==> src/verilog/uims_pkg.sv <==
package uims_pkg;
	// register port offsets
	localparam logic [2:0] A_DATA = 3'h0;
	localparam logic [2:0] A_IER = 3'h1;
	localparam logic [2:0] A_ISR = 3'h2;
	localparam logic [2:0] A_MCR = 3'h4;
	localparam logic [2:0] A_LSR = 3'h5;
	localparam logic [2:0] A_MSR = 3'h6;
	localparam logic [2:0] A_SPR = 3'h7;
	// indexed control offset held in scratch_byte
	localparam logic [7:0] CPR_IDX = 8'h01;
	localparam logic [7:0] CPR_RST = 8'h20;
	// M=1, N=0: divide by one
	localparam logic [7:0] CPR_DIV1 = 8'h08;
	localparam logic [15:0] DIV_RST = 16'h0001;
	// irq_source_reg codes
	localparam logic [5:0] ISR_NONE = 6'h01;
	localparam logic [5:0] ISR_L1 = 6'h06;
	localparam logic [5:0] ISR_L2A = 6'h04;
	localparam logic [5:0] ISR_L2B = 6'h0C;
	localparam logic [5:0] ISR_L3 = 6'h02;
	localparam logic [5:0] ISR_L4 = 6'h00;
	localparam logic [5:0] ISR_L5 = 6'h10;
	localparam logic [5:0] ISR_L6 = 6'h20;
	// irq_enable_reg bits
	localparam int IE_RX = 0;
	localparam int IE_TX = 1;
	localparam int IE_RLS = 2;
	localparam int IE_MS = 3;
	localparam int IE_SLP = 4;
	localparam int IE_SPC = 5;
	localparam int IE_RTS = 6;
	localparam int IE_CTS = 7;
	// modem_ctrl_reg bits
	localparam int MC_DTR = 0;
	localparam int MC_RTS = 1;
	localparam int MC_OUTA = 2;
	localparam int MC_OUTB = 3;
	localparam int MC_LOOP = 4;
	localparam int MC_XANY = 5;
	localparam int MC_IRDA = 6;
	localparam int MC_PSEL = 7;
	// synchroniser vector positions
	localparam int P_SIN = 0;
	localparam int P_CTS = 1;
	localparam int P_DSR = 2;
	localparam int P_RI = 3;
	localparam int P_DCD = 4;
	localparam int P_SEL = 5;
	localparam int TO_SHIFT = 2;

	typedef struct packed {
		logic [2:0] addr;
		logic wr;
		logic rd;
		logic [7:0] wdata;
	} uims_req_t;

	typedef struct packed {
		logic ovr;
		logic par;
		logic frm;
		logic brk;
	} uims_rxerr_t;
endpackage

==> src/verilog/uims_core.sv <==
`timescale 1ns/1ps
// Functional notes
// - normal mode: level 1 while line-status bits 1-4 set, enabled by ier bit 2
// - nine-bit: errors gated by ier bit 3, address bit by nmr bit 1
// - level 2a active while receive fill level exceeds its trigger
// - level 2b after four idle character periods with data in fifo mode
// - reading receive data clears the time-out
// - level 3 set when tx level drops below trigger, cleared by read or refill
// - trigger zero with extended levels waits for shifter empty and idle line
// - level 4 while any modem delta set; status read clears deltas
// - level 5 from stop or special character events, enhanced mode only
// - level 6 on clear or request pin rising, cleared by level 6 read
// - sleep only when requested and every idle condition holds
// - sleep bit reads actual state; wake when any condition fails
// - ready and request outputs active low from control bits 0 and 1
// - interrupt drive select low: control bit 3 enables the driver
// - loopback holds outputs high and routes outputs back internally
// - loopback modem sources are the low four control bits
// - deltas on any change, ring only on trailing edge, upper bits inverted
// - control bit 5 is xon-any in enhanced, hardware flow otherwise
// - control bit 6 selects infrared in enhanced mode and blocks sleep
// - control bit 7 selects prescaler; writable only in enhanced mode
// - divisor is low plus 256 times high; reset divisor one
// - scratch byte stored and used as indexed register offset
// - source register reports highest pending level or 000001
module uims_core #(
	parameter int LW = 8
) (
	input wire logic clk_sys,
	input wire logic nrst,
	input wire uims_pkg::uims_req_t reg_req,
	input wire logic divisor_access,
	output logic [7:0] reg_rdata,
	input wire logic enhanced_mode,
	input wire logic fifo_mode,
	input wire logic nine_bit_mode,
	input wire logic nine_bit_addr_irq_en,
	input wire logic ext_trig_en,
	input wire logic inband_rx_en,
	input wire logic special_det_en,
	input wire logic [LW-1:0] rx_level,
	input wire logic [LW-1:0] rx_trig,
	input wire logic [LW-1:0] tx_level,
	input wire logic [LW-1:0] tx_trig,
	input wire logic tx_shift_empty,
	input wire logic tx_serial_bit,
	input wire logic rx_idle,
	input wire logic rx_push,
	input wire uims_pkg::uims_rxerr_t rx_err,
	input wire logic [15:0] char_ticks,
	input wire logic stop_char_evt,
	input wire logic second_stop_char_evt,
	input wire logic special_char_evt,
	input wire logic serial_rx_line,
	input wire logic clear_to_send_in_n,
	input wire logic data_set_ready_in_n,
	input wire logic bell_indicator_in,
	input wire logic carrier_detect_in,
	input wire logic irq_drive_select,
	output logic serial_tx_line,
	output logic local_terminal_ready_out,
	output logic request_to_send_out,
	output logic user_output_a,
	output logic user_output_b,
	output logic rx_serial_to_receiver,
	output logic irq_out,
	output logic irq_oe,
	output logic chan_asleep,
	output logic [15:0] baud_divisor,
	output logic [7:0] prescale_cfg,
	output logic xon_any_en,
	output logic hw_flow_en,
	output logic irda_en
);
	typedef struct packed {
		logic [5:0] pin_m;
		logic [5:0] pin_s;
		logic [7:0] irq_enable_reg;
		logic [7:0] modem_control;
		logic [7:0] dll;
		logic [7:0] divisor_high_byte;
		logic [7:0] scratch_pad;
		logic [7:0] clock_prescaler;
		logic [3:0] lsr_flg;
		logic lsr_err;
		logic [3:0] msr_d;
		logic [3:0] mdm_p;
		logic [LW+17:0] to_cnt;
		logic to_flg;
		logic tx_low_p;
		logic thre;
		logic l5;
		logic l6c;
		logic l6r;
		logic cts_p;
		logic rts_p;
		logic asleep;
		logic [7:0] rdata;
		logic irq;
		logic irq_oe;
		logic tx_line;
		logic dtr_n;
		logic rts_n;
		logic out_a;
		logic out_b;
		logic rx_line;
		logic [7:0] pre;
		logic [2:0] ctl;
	} uims_state_t;

	uims_state_t s_q;
	uims_state_t s_d;
	logic loop;
	logic rd_rhr;
	logic rd_isr;
	logic rd_lsr;
	logic rd_msr;
	logic [3:0] mdm;
	logic [3:0] mdm_evt;
	logic src1;
	logic src2a;
	logic src2b;
	logic src3;
	logic src4;
	logic src5;
	logic src6;
	logic [5:0] code;
	logic tx_low;
	logic slp_req;
	logic slp_ok;
	logic [LW+17:0] to_lim;

	assign loop = s_q.modem_control[uims_pkg::MC_LOOP];
	assign to_lim = {{LW{1'b0}}, char_ticks, 2'b00};

	always_comb begin
		s_d = s_q;
		rd_rhr = reg_req.rd && reg_req.addr == uims_pkg::A_DATA
			&& !divisor_access;
		rd_isr = reg_req.rd && reg_req.addr == uims_pkg::A_ISR;
		rd_lsr = reg_req.rd && reg_req.addr == uims_pkg::A_LSR;
		rd_msr = reg_req.rd && reg_req.addr == uims_pkg::A_MSR;
		s_d.pin_m = {irq_drive_select, carrier_detect_in, bell_indicator_in,
			data_set_ready_in_n, clear_to_send_in_n, serial_rx_line};
		s_d.pin_s = s_q.pin_m;

		// true (active) levels, order {dcd, ri, dsr, cts}
		if (loop) begin
			mdm = {s_q.modem_control[uims_pkg::MC_OUTB], s_q.modem_control[uims_pkg::MC_OUTA],
				s_q.modem_control[uims_pkg::MC_DTR], s_q.modem_control[uims_pkg::MC_RTS]};
		end else begin
			mdm = ~{s_q.pin_s[uims_pkg::P_DCD], s_q.pin_s[uims_pkg::P_RI],
				s_q.pin_s[uims_pkg::P_DSR], s_q.pin_s[uims_pkg::P_CTS]};
		end
		mdm_evt = mdm ^ s_q.mdm_p;
		mdm_evt[2] = s_q.mdm_p[2] && !mdm[2];
		s_d.mdm_p = mdm;

		// level 1
		if (nine_bit_mode) begin
			// flag order {brk, frm, par, ovr}; par carries the address bit
			src1 = ((s_q.lsr_flg[3] || s_q.lsr_flg[2] || s_q.lsr_flg[0])
				&& s_q.irq_enable_reg[uims_pkg::IE_MS])
				|| (s_q.lsr_flg[1] && nine_bit_addr_irq_en);
		end else begin
			src1 = (|s_q.lsr_flg) && s_q.irq_enable_reg[uims_pkg::IE_RLS];
		end
		src2a = rx_level > rx_trig && s_q.irq_enable_reg[uims_pkg::IE_RX];
		src2b = s_q.to_flg && s_q.irq_enable_reg[uims_pkg::IE_RX];
		src3 = s_q.thre && s_q.irq_enable_reg[uims_pkg::IE_TX];
		src4 = (|s_q.msr_d) && s_q.irq_enable_reg[uims_pkg::IE_MS];
		src5 = enhanced_mode && s_q.l5 && s_q.irq_enable_reg[uims_pkg::IE_SPC];
		src6 = enhanced_mode && ((s_q.l6c && s_q.irq_enable_reg[uims_pkg::IE_CTS])
			|| (s_q.l6r && s_q.irq_enable_reg[uims_pkg::IE_RTS]));

		if (src1) begin
			code = uims_pkg::ISR_L1;
		end else if (src2a) begin
			code = uims_pkg::ISR_L2A;
		end else if (src2b) begin
			code = uims_pkg::ISR_L2B;
		end else if (src3) begin
			code = uims_pkg::ISR_L3;
		end else if (src4) begin
			code = uims_pkg::ISR_L4;
		end else if (src5) begin
			code = uims_pkg::ISR_L5;
		end else if (src6) begin
			code = uims_pkg::ISR_L6;
		end else begin
			code = uims_pkg::ISR_NONE;
		end

		// line status flags: a new error in the read cycle survives
		s_d.lsr_flg = (rd_lsr ? 4'h0 : s_q.lsr_flg)
			| {rx_err.brk, rx_err.frm, rx_err.par, rx_err.ovr};
		s_d.lsr_err = (!rd_lsr && s_q.lsr_err) || rx_err.frm || rx_err.brk
			|| (!nine_bit_mode && rx_err.par);

		// time-out: rx_push marks the stop-bit centre of a new item
		if (rx_push || rd_rhr || rx_level == '0) begin
			s_d.to_cnt = '0;
		end else if (s_q.to_cnt != '1) begin
			s_d.to_cnt = s_q.to_cnt + 1'b1;
		end
		if (rd_rhr) begin
			s_d.to_flg = 1'b0;
		end else if (fifo_mode && rx_level != '0 && s_q.to_cnt > to_lim) begin
			s_d.to_flg = 1'b1;
		end

		// transmit empty
		if (ext_trig_en && tx_trig == '0) begin
			tx_low = tx_level == '0 && tx_shift_empty && tx_serial_bit;
		end else begin
			tx_low = tx_level < tx_trig;
		end
		s_d.tx_low_p = tx_low;
		if ((rd_isr && code == uims_pkg::ISR_L3) || tx_level > tx_trig) begin
			s_d.thre = 1'b0;
		end
		if (tx_low && !s_q.tx_low_p) begin
			s_d.thre = 1'b1;
		end

		if (rd_isr && code == uims_pkg::ISR_L5) begin
			s_d.l5 = 1'b0;
		end
		if (enhanced_mode && ((stop_char_evt && inband_rx_en)
			|| (second_stop_char_evt && special_det_en)
			|| (special_char_evt && nine_bit_mode))) begin
			s_d.l5 = 1'b1;
		end

		s_d.cts_p = s_q.pin_s[uims_pkg::P_CTS];
		s_d.rts_p = s_q.rts_n;
		if (rd_isr && code == uims_pkg::ISR_L6) begin
			s_d.l6c = 1'b0;
			s_d.l6r = 1'b0;
		end
		if (s_q.pin_s[uims_pkg::P_CTS] && !s_q.cts_p) begin
			s_d.l6c = 1'b1;
		end
		if (s_q.rts_n && !s_q.rts_p) begin
			s_d.l6r = 1'b1;
		end

		s_d.msr_d = (rd_msr ? 4'h0 : s_q.msr_d) | mdm_evt;

		// register writes
		if (reg_req.wr) begin
			case (reg_req.addr)
				uims_pkg::A_DATA: begin
					if (divisor_access) begin
						s_d.dll = reg_req.wdata;
					end
				end
				uims_pkg::A_IER: begin
					if (divisor_access) begin
						s_d.divisor_high_byte = reg_req.wdata;
					end else begin
						s_d.irq_enable_reg = reg_req.wdata;
					end
				end
				uims_pkg::A_MCR: begin
					s_d.modem_control[6:0] = reg_req.wdata[6:0];
					if (enhanced_mode) begin
						s_d.modem_control[uims_pkg::MC_PSEL] =
							reg_req.wdata[uims_pkg::MC_PSEL];
					end
				end
				uims_pkg::A_LSR: begin
					if (s_q.scratch_pad == uims_pkg::CPR_IDX) begin
						s_d.clock_prescaler = reg_req.wdata;
					end
				end
				uims_pkg::A_SPR: begin
					s_d.scratch_pad = reg_req.wdata;
				end
				default: begin
				end
			endcase
		end

		// register reads, data appears one cycle later
		if (reg_req.rd) begin
			case (reg_req.addr)
				uims_pkg::A_DATA: begin
					s_d.rdata = divisor_access ? s_q.dll : 8'h00;
				end
				uims_pkg::A_IER: begin
					if (divisor_access) begin
						s_d.rdata = s_q.divisor_high_byte;
					end else begin
						s_d.rdata = s_q.irq_enable_reg;
						if (enhanced_mode) begin
							s_d.rdata[uims_pkg::IE_SLP] = s_q.asleep;
						end else begin
							s_d.rdata[uims_pkg::IE_SPC] = s_q.asleep;
						end
					end
				end
				uims_pkg::A_ISR: begin
					s_d.rdata = {2'b00, code};
				end
				uims_pkg::A_MCR: begin
					s_d.rdata = s_q.modem_control;
				end
				uims_pkg::A_LSR: begin
					s_d.rdata = {s_q.lsr_err, tx_level == '0 && tx_shift_empty,
						tx_level == '0, s_q.lsr_flg, rx_level != '0};
				end
				uims_pkg::A_MSR: begin
					s_d.rdata = {s_q.mdm_p, s_q.msr_d};
				end
				uims_pkg::A_SPR: begin
					s_d.rdata = s_q.scratch_pad;
				end
				default: begin
					s_d.rdata = 8'h00;
				end
			endcase
		end

		// sleep: infrared needs the 16x clock, so it forbids sleep
		slp_req = enhanced_mode ? s_q.irq_enable_reg[uims_pkg::IE_SLP]
			: s_q.irq_enable_reg[uims_pkg::IE_SPC];
		slp_ok = slp_req && tx_level == '0 && tx_shift_empty
			&& s_q.pin_s[uims_pkg::P_SIN] && rx_idle && rx_level == '0
			&& !loop && s_q.msr_d == 4'h0 && code == uims_pkg::ISR_NONE
			&& !s_q.ctl[2];
		s_d.asleep = slp_ok;

		s_d.irq = code != uims_pkg::ISR_NONE;
		s_d.irq_oe = s_q.pin_s[uims_pkg::P_SEL]
			|| s_q.modem_control[uims_pkg::MC_OUTB];

		s_d.tx_line = loop || tx_serial_bit;
		s_d.dtr_n = loop || !s_q.modem_control[uims_pkg::MC_DTR];
		s_d.rts_n = loop || !s_q.modem_control[uims_pkg::MC_RTS];
		s_d.out_a = loop || s_q.modem_control[uims_pkg::MC_OUTA];
		s_d.out_b = loop || s_q.modem_control[uims_pkg::MC_OUTB];
		s_d.rx_line = loop ? tx_serial_bit : s_q.pin_s[uims_pkg::P_SIN];
		s_d.pre = s_q.modem_control[uims_pkg::MC_PSEL] ? s_q.clock_prescaler
			: uims_pkg::CPR_DIV1;
		s_d.ctl = {enhanced_mode && s_q.modem_control[uims_pkg::MC_IRDA],
			!enhanced_mode && s_q.modem_control[uims_pkg::MC_XANY],
			enhanced_mode && s_q.modem_control[uims_pkg::MC_XANY]};
	end

	always_ff @(posedge clk_sys) begin
		if (!nrst) begin
			s_q <= '0;
			s_q.pin_m <= 6'h3F;
			s_q.pin_s <= 6'h3F;
			s_q.clock_prescaler <= uims_pkg::CPR_RST;
			s_q.dll <= uims_pkg::DIV_RST[7:0];
			s_q.divisor_high_byte <= uims_pkg::DIV_RST[15:8];
			s_q.cts_p <= 1'b1;
			s_q.rts_p <= 1'b1;
			s_q.tx_line <= 1'b1;
			s_q.dtr_n <= 1'b1;
			s_q.rts_n <= 1'b1;
			s_q.rx_line <= 1'b1;
			s_q.pre <= uims_pkg::CPR_DIV1;
		end else begin
			s_q <= s_d;
		end
	end

	assign reg_rdata = s_q.rdata;
	assign serial_tx_line = s_q.tx_line;
	assign local_terminal_ready_out = s_q.dtr_n;
	assign request_to_send_out = s_q.rts_n;
	assign user_output_a = s_q.out_a;
	assign user_output_b = s_q.out_b;
	assign rx_serial_to_receiver = s_q.rx_line;
	assign irq_out = s_q.irq;
	assign irq_oe = s_q.irq_oe;
	assign chan_asleep = s_q.asleep;
	assign baud_divisor = {s_q.divisor_high_byte, s_q.dll};
	assign prescale_cfg = s_q.pre;
	assign xon_any_en = s_q.ctl[0];
	assign hw_flow_en = s_q.ctl[1];
	assign irda_en = s_q.ctl[2];
endmodule

==> config.mk <==
export PLATFORM = sky130hd
export DESIGN_NAME = uims_core
export DESIGN_NICKNAME = d
export VERILOG_FILES = /design/src/verilog/uims_pkg.sv /design/src/verilog/uims_core.sv
export SDC_FILE = /design/constraint.sdc
export NUM_CORES = 1
export LEC_CHECK = 0
export BUFFER_PORTS_ARGS = -buffer_cell sky130_fd_sc_hd__buf_2
export CAP_MARGIN = 10
export CORE_UTILIZATION = 50
export CTS_BUF_LIST = sky130_fd_sc_hd__clkbuf_16
export DETAILED_ROUTE_END_ITERATION = 10
export MAX_ROUTING_LAYER = met4
export PLACE_DENSITY = 0.77
export SYNTH_ARGS = -nofsm -noshare
export SYNTH_HDL_FRONTEND = slang
export SYNTH_SLANG_ARGS = --single-unit
export TNS_END_PERCENT = 50
==> constraint.sdc <==
create_clock -name clk_sys -period 1.83 [get_ports clk_sys]
set_clock_uncertainty 0.2 [all_clocks]
set_input_delay 0 -clock clk_sys [delete_from_list [all_inputs] [get_ports clk_sys]]
set_output_delay 0 -clock clk_sys [all_outputs]
set_load 0.005 [all_outputs]
==> metrics.md, run 1 <==
| Metric | Value |
|---|---|
| Hold crit path type | `in -> reg` |
| DP HPWL | `14000 µm` |
| WL met1 | `8660 µm` |
| Final Hold Viols | `0` |
| Maximum VDD drop | `0.000695 V` |
| Clk buf depth | `2` |
| Cell Int Power | `5.18 mW` |
| Number of synthesized flops with an enable pin | `0` |
| Crit path max fanout | `4` |
| Hold endpoint | `chan_asleep` |
| R2R Setup Slk | `-0.26 ns` |
| Worst slack, placed | `-0.330 ns` |
| Yosys top cell by area | `dfxtp_1` |
| Met2 Routed Length | `around 12000 µm` |
| Num rows | `42` |
| Remaining DRCs | `0` |
| Pwr per Cell Area | `723 nW/µm²` |
| Reg power frac | `0.429` |
| Final worst slack | `-0.258 ns` |
| Crit path launch type | `register` |
| Global router's overall resource usage | `0.312` |
| Outcome | `complete, but fails checks` |
| Worst min-delay path startpoint | `rx_level[7]` |
| DIE AREA | `14200 µm²` |
| Setup CP Type | `reg -> reg` |
| Arrival time worst endpoint | `2.21 ns` |
| CTS tree | `yes` |
| Clk slew on worst S/H paths | `0.06 ns` |
| Input/output buffers | `131` |
| Yosys reg bits | `135` |
| Max-slew violation count | `0` |
| Netlist cell types | `61` |
| Die H | `about 120 µm` |
| # setup viols final | `35` |
| Clk network pwr share | `0.458` |
| Clock sinks | `135` |
| Mapped Nets | `935` |
| Largest net degree at the start of global routing | `56` |
| Top Layer Used | `met4` |
| Setup TNS | `-4.83 ns` |
| Area grow syn2layout | `42.8%` |
| Core area | `13300 µm²` |
| Num CTS Buffers | `17` |
| First-pass GRT wire length | `~34000 µm` |
| Ys flop type | `dfxtp_1` |
| Initial antenna violation count | `0` |
| Post-Syn Area | `between 6000 and 7000 µm²` |
| Comb power frac | `0.113` |
| Worst Max-Slew Pin Slew | `0.542 ns` |
| Min cycle time layout | `about 2.1 ns` |
| Detail Route met3 WL | `1230 µm` |
| Crit end category | `register` |
| Slew headroom | `0.635` |
| Max Fclk | `approximately 480 MHz` |
| Hold path cells | `6` |
| Worst R2R End | `irq_out` |
| Critical Path RT | `1.95 ns` |
| Die W | `119 µm` |
| Ant diodes | `0` |
| Via total after detailed routing | `6961` |
| Unrepaired setup endpoints after global routing | `yes` |
| Final Power | `7.09 mW` |
| Most common cell after layout, fill and taps aside | `buf_2` |
| Reg2Reg Launch Point | `s_q[73]` |
| Sw frac | `0.269` |
| Max cap viols | `0` |
| Final wirelength | `between 20000 and 25000 µm` |
| RePlAce Congestion | `~0.92` |
| Failing checks | `setup timing` |
| Crit share post-route | `1.14` |
| Asr flop ratio synth | `0` |
| Synth top area cells | `dfxtp_1, ha_1, mux2i_1` |
| Most frequent cells in the layout | `buf_2, dfxtp_1, nand2_1, buf_4, nor2_1` |
| H-tree Lvls | `4` |
| CTS root buffer | `clkbuf_16` |
| Syn_area_per_cell | `8.45 µm²` |
| DRT Pass-1 Iters | `5` |
| Worst reg2reg path depth | `6` |
| Vias/cell | `5.60` |
| Clock latency on the worst-skew pair | `0.43 ns` |
| Top-area cell type share of the netlist area | `0.393` |
| 1st-iter DRT viols | `slightly below 600` |
| LEAKAGE | `4.33 nW` |
| Synth Instances | `813` |
| Global route overflow | `0` |
| Initial Util | `0.515` |
| Yosys warning total | `0` |
| Ports | `roughly 130` |
| Sequential area share after synthesis | `0.393` |
| Routed wire length per instance | `18.0 µm` |
| ANT nets after route | `0` |
| Nets | `1175` |
| Share of cells above drive strength 1 | `0.334` |
| Vias in the first global route | `roughly 7000` |
| P_sw | `1.91 mW` |
-- per-stage QoR --
step           instances   util  hold WS (ns)  instance area, µm²
2_1_floorplan        813      -       -0.0985                6920
3_3_place_gp        1143  0.608       -0.0203                8110
3_5_place_dp        1143  0.608       -0.0166                8110
4_1_cts             1233  0.709       -0.0273                9460
5_1_grt             1242  0.735        0.0463                9810
6_report            1242  0.735       0.00661                9810
-- cell type report --
cell class | count | area [µm²]
multi-input combinational | 567 | 4080
fill | 962 | 3540
sequential | 135 | 2730
timing repair buffer | 285 | 2030
clock buffer | 17 | 425
tap | 176 | 220
inverter | 47 | 179
clock inverter | 15 | 134
-- critical path: stages (launching register included) --
cell      delay, ns
dfxtp_2        0.32
or3_4          0.39
o21ai_2        0.16
nand3_2        0.15
o21bai_4       0.22
or3b_4         0.41
and2_4         0.14
-- synthesized netlist by cell type, drive strengths merged, types with 3 or more instances --
| master | instances |
|---|---|
| buf | 44 |
| nand2 | 86 |
| mux2 | 5 |
| a22o | 4 |
| nor2b | 13 |
| a31oi | 9 |
| a21oi | 59 |
| nor3b | 4 |
| or3 | 6 |
| nand3b | 8 |
| nand2b | 18 |
| or4 | 4 |
| o211ai | 3 |
| a32oi | 3 |
| ha | 34 |
| nand4 | 22 |
| a21o | 3 |
| nand3 | 25 |
| o21ai | 27 |
| o21a | 5 |
| xor2 | 7 |
| and2 | 10 |
| nor2 | 80 |
| nor3 | 17 |
| inv | 46 |
| clkbuf | 20 |
| and4 | 4 |
| and3 | 20 |
| dfxtp | 135 |
| mux2i | 40 |
| nor4 | 10 |
| xnor2 | 16 |
-- metal layers --
layer,GRT usage,up-vias
li1,-,3281
met1,0.339,3333
met2,0.548,268
met3,0.0603,79
met4,0.146,0
met5,-,-
-- registers in the layout (all words and copies together), names as in the netlist --
name	flops
baud_divisor	16
chan_asleep	1
hw_flow_en	1
irda_en	1
irq_oe	1
irq_out	1
local_terminal_ready_out	1
loop	1
prescale_cfg	8
reg_rdata	8
request_to_send_out	1
rx_serial_to_receiver	1
s_d	7
s_q	83
serial_tx_line	1
user_output_a	1
user_output_b	1
xon_any_en	1
-- power groups by stage --
stage                     combinational [mW]  sequential [mW]  clock (mW)
final                                  0.800             3.05        3.25
after global routing                   0.863             3.05        3.40
after floorplan                        0.340             3.10           0
after global placement                 0.627             3.10           0
after detailed placement               0.632             3.11           0
after CTS                              0.752             3.04        3.25
-- worst max path at each step --
| stage | start | endpoint | slack, ns | cells past startpoint |
|---|---|---|---|---|
| finish | s_q[73] | irq_out | -0.26 | 6 |
| global route | s_q[73] | irq_out | -0.27 | 6 |
| CTS | s_q[71] | irq_out | -0.19 | 6 |
| detailed placement | rx_level[5] | s_q[30] | -0.33 | 9 |
| global placement | rx_level[5] | s_q[31] | -0.29 | 9 |
| floorplan | s_q[73] | irq_out | -0.11 | 6 |
-- what timing repair did --
| action | in CTS | in global routing |
|---|---|---|
| buffers inserted | 2 | 10 |
| gates resized for setup | 36 | 54 |
| endpoints found under the hold margin | 128 | 0 |
| setup endpoints to repair | 41 | 47 |
| hold buffers | 56 | 0 |
| pin swaps | 32 | 35 |
| cloned | 0 | 0 |
-- kinds of logic (layout without fill, tap and decap cells) --
family / after synthesis / in the layout / share of synthesized area
simple gates: 334 / 334 / 0.253
compound gates: 131 / 131 / 0.116
xor+xnor: 23 / 23 / 0.0293
buf+inv: 111 / 364 / 0.0799
fa+ha+maj: 34 / 34 / 0.0619
flops: 135 / 135 / 0.393
mux: 45 / 45 / 0.0665
No activity file was read; power rests on OpenSTA's default activity.
==> run 2, diff against run 1 <==
- CELL_PAD_IN_SITES_DETAIL_PLACEMENT: not set -> 1
- CELL_PAD_IN_SITES_GLOBAL_PLACEMENT: not set -> 1
- CORE_UTILIZATION: 50 -> 37
==> run 2 against run 1 <==
  * The flow finishes with violations (DRC, setup timing)
  * Combinational power rose by 0.7%
  * Fmax barely moved
  * Wire length rose by 11%
  * Sequential power barely moved
  * Highest routed layer unchanged
==> metrics.md, run 2 (synthesized netlist as in run 1, its figures left out) <==
| Metric | Value |
|---|---|
| Remaining DRCs | `10 (was 0)` |
| Max cap viols | `0 (unchanged)` |
| Final instance area | `9640 µm² (was 9810 µm²)` |
| Global route overflow | `0 (unchanged)` |
| Reg2Reg Launch Point | `s_q[73] (unchanged)` |
| CP peak stage delay | `0.40 ns (was 0.41 ns)` |
| Clock sinks | `135 (unchanged)` |
| Most frequent cells in the layout | `buf_2, dfxtp_1, buf_4, nand2_1, nor2_1 (was buf_2, dfxtp_1, nand2_1, buf_4, nor2_1)` |
| Via total after detailed routing | `6958 (was 6961)` |
| CTS tree | `yes (unchanged)` |
| Clock latency on the worst-skew pair | `0.43 ns (about the same)` |
| Input/output buffers | `131 (unchanged)` |
| Final worst slack | `-0.258 ns (about the same)` |
| Final Hold Viols | `0 (unchanged)` |
| DIE AREA | `19100 µm² (was 14200 µm²)` |
| Final wirelength | `24700 µm (was 22300 µm)` |
| Vias in the first global route | `7408 (was 6842)` |
| Ports | `132 (unchanged)` |
| Outcome | `complete, but fails checks (unchanged)` |
| Register area | `2720 µm² (was 2730 µm²)` |
| Min cycle time layout | `2.09 ns (about the same)` |
| WHS | `0.0180 ns (was 0.00661 ns)` |
| Hold crit path type | `in -> reg (unchanged)` |
| CTS root buffer | `clkbuf_16 (unchanged)` |
| DP Cell Count | `1203 (was 1143)` |
| DP HPWL | `17100 µm (was 14000 µm)` |
| LEAKAGE | `4.32 nW (was 4.33 nW)` |
| Clk slew on worst S/H paths | `0.06 ns (about the same)` |
| Worst reg2reg path depth | `6 (unchanged)` |
| Nets | `1178 (was 1175)` |
| CP delay by family, top | `simple AND/OR/NAND/NOR gates (unchanged)` |
| Max reg flops | `83 (unchanged)` |
| Largest Register | `s_q (unchanged)` |
| Initial antenna violation count | `1 (was 0)` |
| Max Fclk | `479 MHz (about the same)` |
| Worst path bufs/invs | `0 (unchanged)` |
| Share of cells above drive strength 1 | `0.310 (was 0.334)` |
| Most common cell after layout, fill and taps aside | `buf_2 (unchanged)` |
| Worst R2R End | `irq_out (unchanged)` |
| Cell Chain, Critical Path | `or3_4 > o21ai_4 > nand3_4 > o21bai_4 > or3b_4 > and2_4 (was or3_4 > o21ai_2 > nand3_2 > o21bai_4 > or3b_4 > and2_4)` |
| Crit path launch type | `register (unchanged)` |
| Maximum VDD drop | `0.000607 V (was 0.000695 V)` |
| Fillers | `2131 (was 962)` |
| Crit path max fanout | `4 (unchanged)` |
| 1st-iter DRT viols | `342 (was 579)` |
| R2R Setup Slk | `-0.26 ns (about the same)` |
| Vias/cell | `5.36 (was 5.60)` |
| Failing checks | `DRC, setup timing (was setup timing)` |
| Hold endpoint | `s_q[35] (was chan_asleep)` |
| ANT nets after route | `0 (unchanged)` |
| Critical Path RT | `1.95 ns (about the same)` |
| Post-Place Cell Area | `8230 µm² (was 8110 µm²)` |
| Worst min-delay path startpoint | `char_ticks[15] (was rx_level[7])` |
| Global router's overall resource usage | `0.269 (was 0.312)` |
| Num CTS Buffers | `17 (unchanged)` |
| First-pass GRT wire length | `38400 µm (was 33600 µm)` |
| Slew headroom | `0.662 (was 0.635)` |
| Hold path cells | `5 (was 6)` |
| Num rows | `49 (was 42)` |
| Worst Max-Slew Pin Slew | `0.503 ns (was 0.542 ns)` |
| DRT Pass-1 Iters | `8 (was 5)` |
| Max-slew violation count | `0 (unchanged)` |
| Pwr per Cell Area | `744 nW/µm² (was 723 nW/µm²)` |
| Die W | `138 µm (was 119 µm)` |
| Setup CP Type | `reg -> reg (unchanged)` |
| Largest net degree at the start of global routing | `60 (was 56)` |
| Multi-input logic area | `3880 µm² (was 4080 µm²)` |
| Initial Util | `0.380 (was 0.515)` |
| Crit end category | `register (unchanged)` |
| Core area | `18100 µm² (was 13300 µm²)` |
| Routed wire length per instance | `19.1 µm (was 18.0 µm)` |
| CP max stage cell | `or3_4 (was or3b_4)` |
| Arrival time worst endpoint | `2.21 ns (about the same)` |
| # setup viols final | `39 (was 35)` |
| Area grow syn2layout | `40.3% (was 42.8%)` |
| Non-Filler Instances | `1298 (was 1242)` |
| RePlAce Congestion | `0.855 (was 0.922)` |
| Final Util | `0.533 (was 0.735)` |
| Die H | `138 µm (was 119 µm)` |
| H-tree Lvls | `4 (unchanged)` |
| Crit share post-route | `1.14 (about the same)` |
| Clk buf depth | `2 (unchanged)` |
| Unrepaired setup endpoints after global routing | `yes (unchanged)` |
| Final Power | `7.17 mW (was 7.09 mW)` |
run 2: changes by cell type in the layout (fill, tap and decap cells not counted), moves of 6 or more:
cell,before,now
buf_6,15,4
ha_4,14,1
ha_1,20,33
buf_4,81,97
dfxtp_1,114,120
run 2: worst register-to-register path: stages (launching register included):
cell      delay, ns
dfxtp_2        0.33
or3_4          0.40
o21ai_4        0.18
nand3_4        0.14
o21bai_4       0.21
or3b_4         0.39
and2_4         0.14
run 2: how the worst max path moves through the flow:
| stage | from | endpoint | slack [ns] | cells after the start |
|---|---|---|---|---|
| global placement | rx_level[5] | s_q[30] | -0.35 | 8 |
| detailed placement | rx_level[5] | reg_rdata[0] | -0.39 | 9 |
| finish | s_q[73] | irq_out | -0.26 | 6 |
| floorplan | s_q[73] | irq_out | -0.11 | 6 |
| CTS | s_q[71] | irq_out | -0.24 | 6 |
| global route | s_q[73] | irq_out | -0.31 | 6 |
run 2: per-layer routing:
metal	vias up	share of wire	global-route usage
met5	-	0	-
met4	0	0.029	0.114
met3	63	0.040	0.0554
met2	209	0.53	0.484
met1	3401	0.40	0.285
li1	3285	-	-
run 2: metrics by stage:
step                setup slack, ns  setup TNS (ns)
floorplan                    -0.107          -0.955
global placement             -0.350           -5.05
detailed placement           -0.386           -6.43
CTS                          -0.239           -3.43
global route                 -0.306           -7.60
finish                       -0.258           -4.28
run 2: final cells by class:
class | count | area share
antenna | 1 | 0.000260
multi-input combinational | 567 | 0.402
tap | 229 | 0.0297
sequential | 135 | 0.283
timing repair buffer | 288 | 0.208
clock buffer | 17 | 0.0441
inverter | 47 | 0.0183
clock inverter | 14 | 0.0141
run 2: power breakdown:
part	internal, mW	switching, mW
Clock	1.98	1.33
Sequential	3.00	0.0485
Combinational	0.389	0.417
run 2: repair_timing:
action                                  CTS  global route
endpoints found under the setup margin   46            49
buffers inserted                          6             3
resized for setup                        25            29
endpoints found under the hold margin   118             5
hold buffers                             54             1
pin swaps                                25            24
==> run 3, diff against run 2 <==
- PLACE_DENSITY: 0.77 -> 0.79
==> run 3 against run 2 <==
  * The flow still finishes with violations (DRC, setup timing)
  * Design area grew 2.5%
  * Largest cell class unchanged
  * Combinational power shrank 0.6%
  * Fmax shrank 0.96%
  * Setup slack lost 0.020 ns
==> metrics.md, run 3 (synthesized netlist as in run 1, its figures left out) <==
| Metric | Value |
|---|---|
| Outcome | `complete, but fails checks (unchanged)` |
| Failing checks | `DRC, setup timing (unchanged)` |
| Post-Place Cell Area | `8280 µm² (was 8230 µm²)` |
| Core area | `18100 µm² (unchanged)` |
| Most common cell after layout, fill and taps aside | `buf_2 (unchanged)` |
| Crit end category | `register (unchanged)` |
| Clock sinks | `135 (unchanged)` |
| Fillers | `2116 (was 2131)` |
| WHS | `0.00924 ns (was 0.0180 ns)` |
| Initial Util | `0.380 (unchanged)` |
| Remaining DRCs | `14 (was 10)` |
| Unrepaired setup endpoints after global routing | `yes (unchanged)` |
| Crit share post-route | `1.15 (was 1.14)` |
| Ports | `132 (unchanged)` |
| Clock latency on the worst-skew pair | `0.43 ns (about the same)` |
| DRT Pass-1 Iters | `7 (was 8)` |
| Max Fclk | `474 MHz (was 479 MHz)` |
| Input/output buffers | `131 (unchanged)` |
| Worst path bufs/invs | `2 (was 0)` |
| LEAKAGE | `4.38 nW (was 4.32 nW)` |
| Final wirelength | `24800 µm (was 24700 µm)` |
| ANT nets after route | `0 (unchanged)` |
| Routed wire length per instance | `19.1 µm (about the same)` |
| CTS root buffer | `clkbuf_16 (unchanged)` |
| Crit path max fanout | `7 (was 4)` |
| DIE AREA | `19100 µm² (unchanged)` |
| Share of cells above drive strength 1 | `0.346 (was 0.310)` |
| Most used cell, CP | `buf_4` |
| Worst slack, placed | `-0.327 ns (was -0.386 ns)` |
| Num rows | `49 (unchanged)` |
| Critical Path RT | `1.98 ns (was 1.95 ns)` |
| Hold crit path type | `in -> reg (unchanged)` |
| Area grow syn2layout | `43.9% (was 40.3%)` |
| CP peak stage delay | `0.45 ns (was 0.40 ns)` |
| CP delay by family, top | `simple AND/OR/NAND/NOR gates (unchanged)` |
| First-pass GRT wire length | `38200 µm (was 38400 µm)` |
| Clk slew on worst S/H paths | `0.06 ns (about the same)` |
| Largest Register | `s_q (unchanged)` |
| Ant diodes | `0 (was 1)` |
| Arrival time worst endpoint | `2.26 ns (was 2.21 ns)` |
| DP HPWL | `16600 µm (was 17100 µm)` |
| Clk buf depth | `2 (unchanged)` |
| Global router's overall resource usage | `0.263 (was 0.269)` |
| CP startpoint | `s_q[51] (was s_q[73])` |
| Final worst slack | `-0.278 ns (was -0.258 ns)` |
| Via total after detailed routing | `6987 (was 6958)` |
| Slew headroom | `0.591 (was 0.662)` |
| RePlAce Congestion | `0.883 (was 0.855)` |
| Worst min-delay path startpoint | `char_ticks[15] (unchanged)` |
| CTS tree | `yes (unchanged)` |
| Nets | `1177 (was 1178)` |
| 1st-iter DRT viols | `322 (was 342)` |
| Pwr per Cell Area | `761 nW/µm² (was 744 nW/µm²)` |
| Cell Chain, Critical Path | `nand4_1 > buf_4 > or4_4 > nor2_4 > buf_4 > nor2_2 > nor3_2 (was or3_4 > o21ai_4 > nand3_4 > o21bai_4 > or3b_4 > and2_4)` |
| Min cycle time layout | `2.11 ns (was 2.09 ns)` |
| Crit path launch type | `register (unchanged)` |
| Reg2Reg Launch Point | `s_q[51] (was s_q[73])` |
| Max reg flops | `83 (unchanged)` |
| CP max stage cell | `or4_4 (was or3_4)` |
| Num CTS Buffers | `17 (unchanged)` |
| Max cap viols | `0 (unchanged)` |
| Maximum VDD drop | `0.000526 V (was 0.000607 V)` |
| Final instance area | `9880 µm² (was 9640 µm²)` |
| Die W | `138 µm (unchanged)` |
| Final Power | `7.53 mW (was 7.17 mW)` |
| Initial antenna violation count | `0 (was 1)` |
| Final Hold Viols | `0 (unchanged)` |
| Global route overflow | `0 (unchanged)` |
| Most frequent cells in the layout | `buf_2, dfxtp_1, buf_4, nand2_1, nor2_1 (unchanged)` |
| Die H | `138 µm (unchanged)` |
| Vias/cell | `5.39 (was 5.36)` |
| Setup TNS | `-6.75 ns (was -4.28 ns)` |
| Vias in the first global route | `7498 (was 7408)` |
| Largest net degree at the start of global routing | `60 (unchanged)` |
| H-tree Lvls | `4 (unchanged)` |
| Setup CP Type | `reg -> reg (unchanged)` |
| Max-slew violation count | `0 (unchanged)` |
| Worst Max-Slew Pin Slew | `0.611 ns (was 0.503 ns)` |
| # setup viols final | `37 (was 39)` |
run 3: cell count changes in the layout (fill, tap and decap cells not counted), sizes merged:
cell / previous run / this run
inv: 50 / 55
diode: 1 / 0
bufinv: 2 / 3
clkinv: 8 / 3
buf: 234 / 242
dlygate4sd3: 54 / 45
run 3: timing repair:
action / CTS / global route
setup buffers: 8 / 8
gates cloned: 0 / 0
hold endpoints to repair: 104 / 0
endpoints found under the setup margin: 44 / 51
gates resized for setup: 33 / 51
hold buffers: 45 / 0
pin swaps: 26 / 36
run 3: worst paths after layout:
path	end	cells past startpoint	slack, ns
max reg2reg	s_q[36]	7	-0.28
max	s_q[36]	7	-0.28
min reg2reg	s_q[127]	1	0.21
min	s_q[35]	5	0.009
run 3: where the power goes:
group / leakage (nW) / internal [mW] / switching, mW
logic: 2.96 / 0.386 / 0.415
registers: 1.11 / 3.00 / 0.0460
clock network: 0.306 / 2.20 / 1.48
run 3: per-stage QoR:
step            util  std cells
2_1_floorplan      -        813
3_3_place_gp   0.458       1206
3_5_place_dp   0.458       1206
4_1_cts        0.530       1291
5_1_grt        0.547       1297
6_report       0.547       1297
run 3: cell type report:
class / instances / area [µm²] / share of cell area
repair buffers: 287 / 2020 / 0.204
well taps: 229 / 287 / 0.0290
clock inverters: 15 / 201 / 0.0204
multi-input cells: 567 / 4050 / 0.409
inverters: 47 / 176 / 0.0178
clock buffers: 17 / 425 / 0.0430
flip-flops and latches: 135 / 2730 / 0.276
run 3: worst reg2reg max path: stages (launching register included):
cell	delay (ns)
dfxtp_4	0.37
nand4_1	0.18
buf_4	0.20
or4_4	0.45
nor2_4	0.28
buf_4	0.17
nor2_2	0.03
nor3_2	0.15
run 3: routing by layer:
layer	vias to the layer above	part of all wire	global-route usage
met1	3444	0.39	0.274
li1	3280	-	-
met3	64	0.046	0.0520
met5	-	0	-
met4	0	0.030	0.0982
met2	199	0.54	0.488
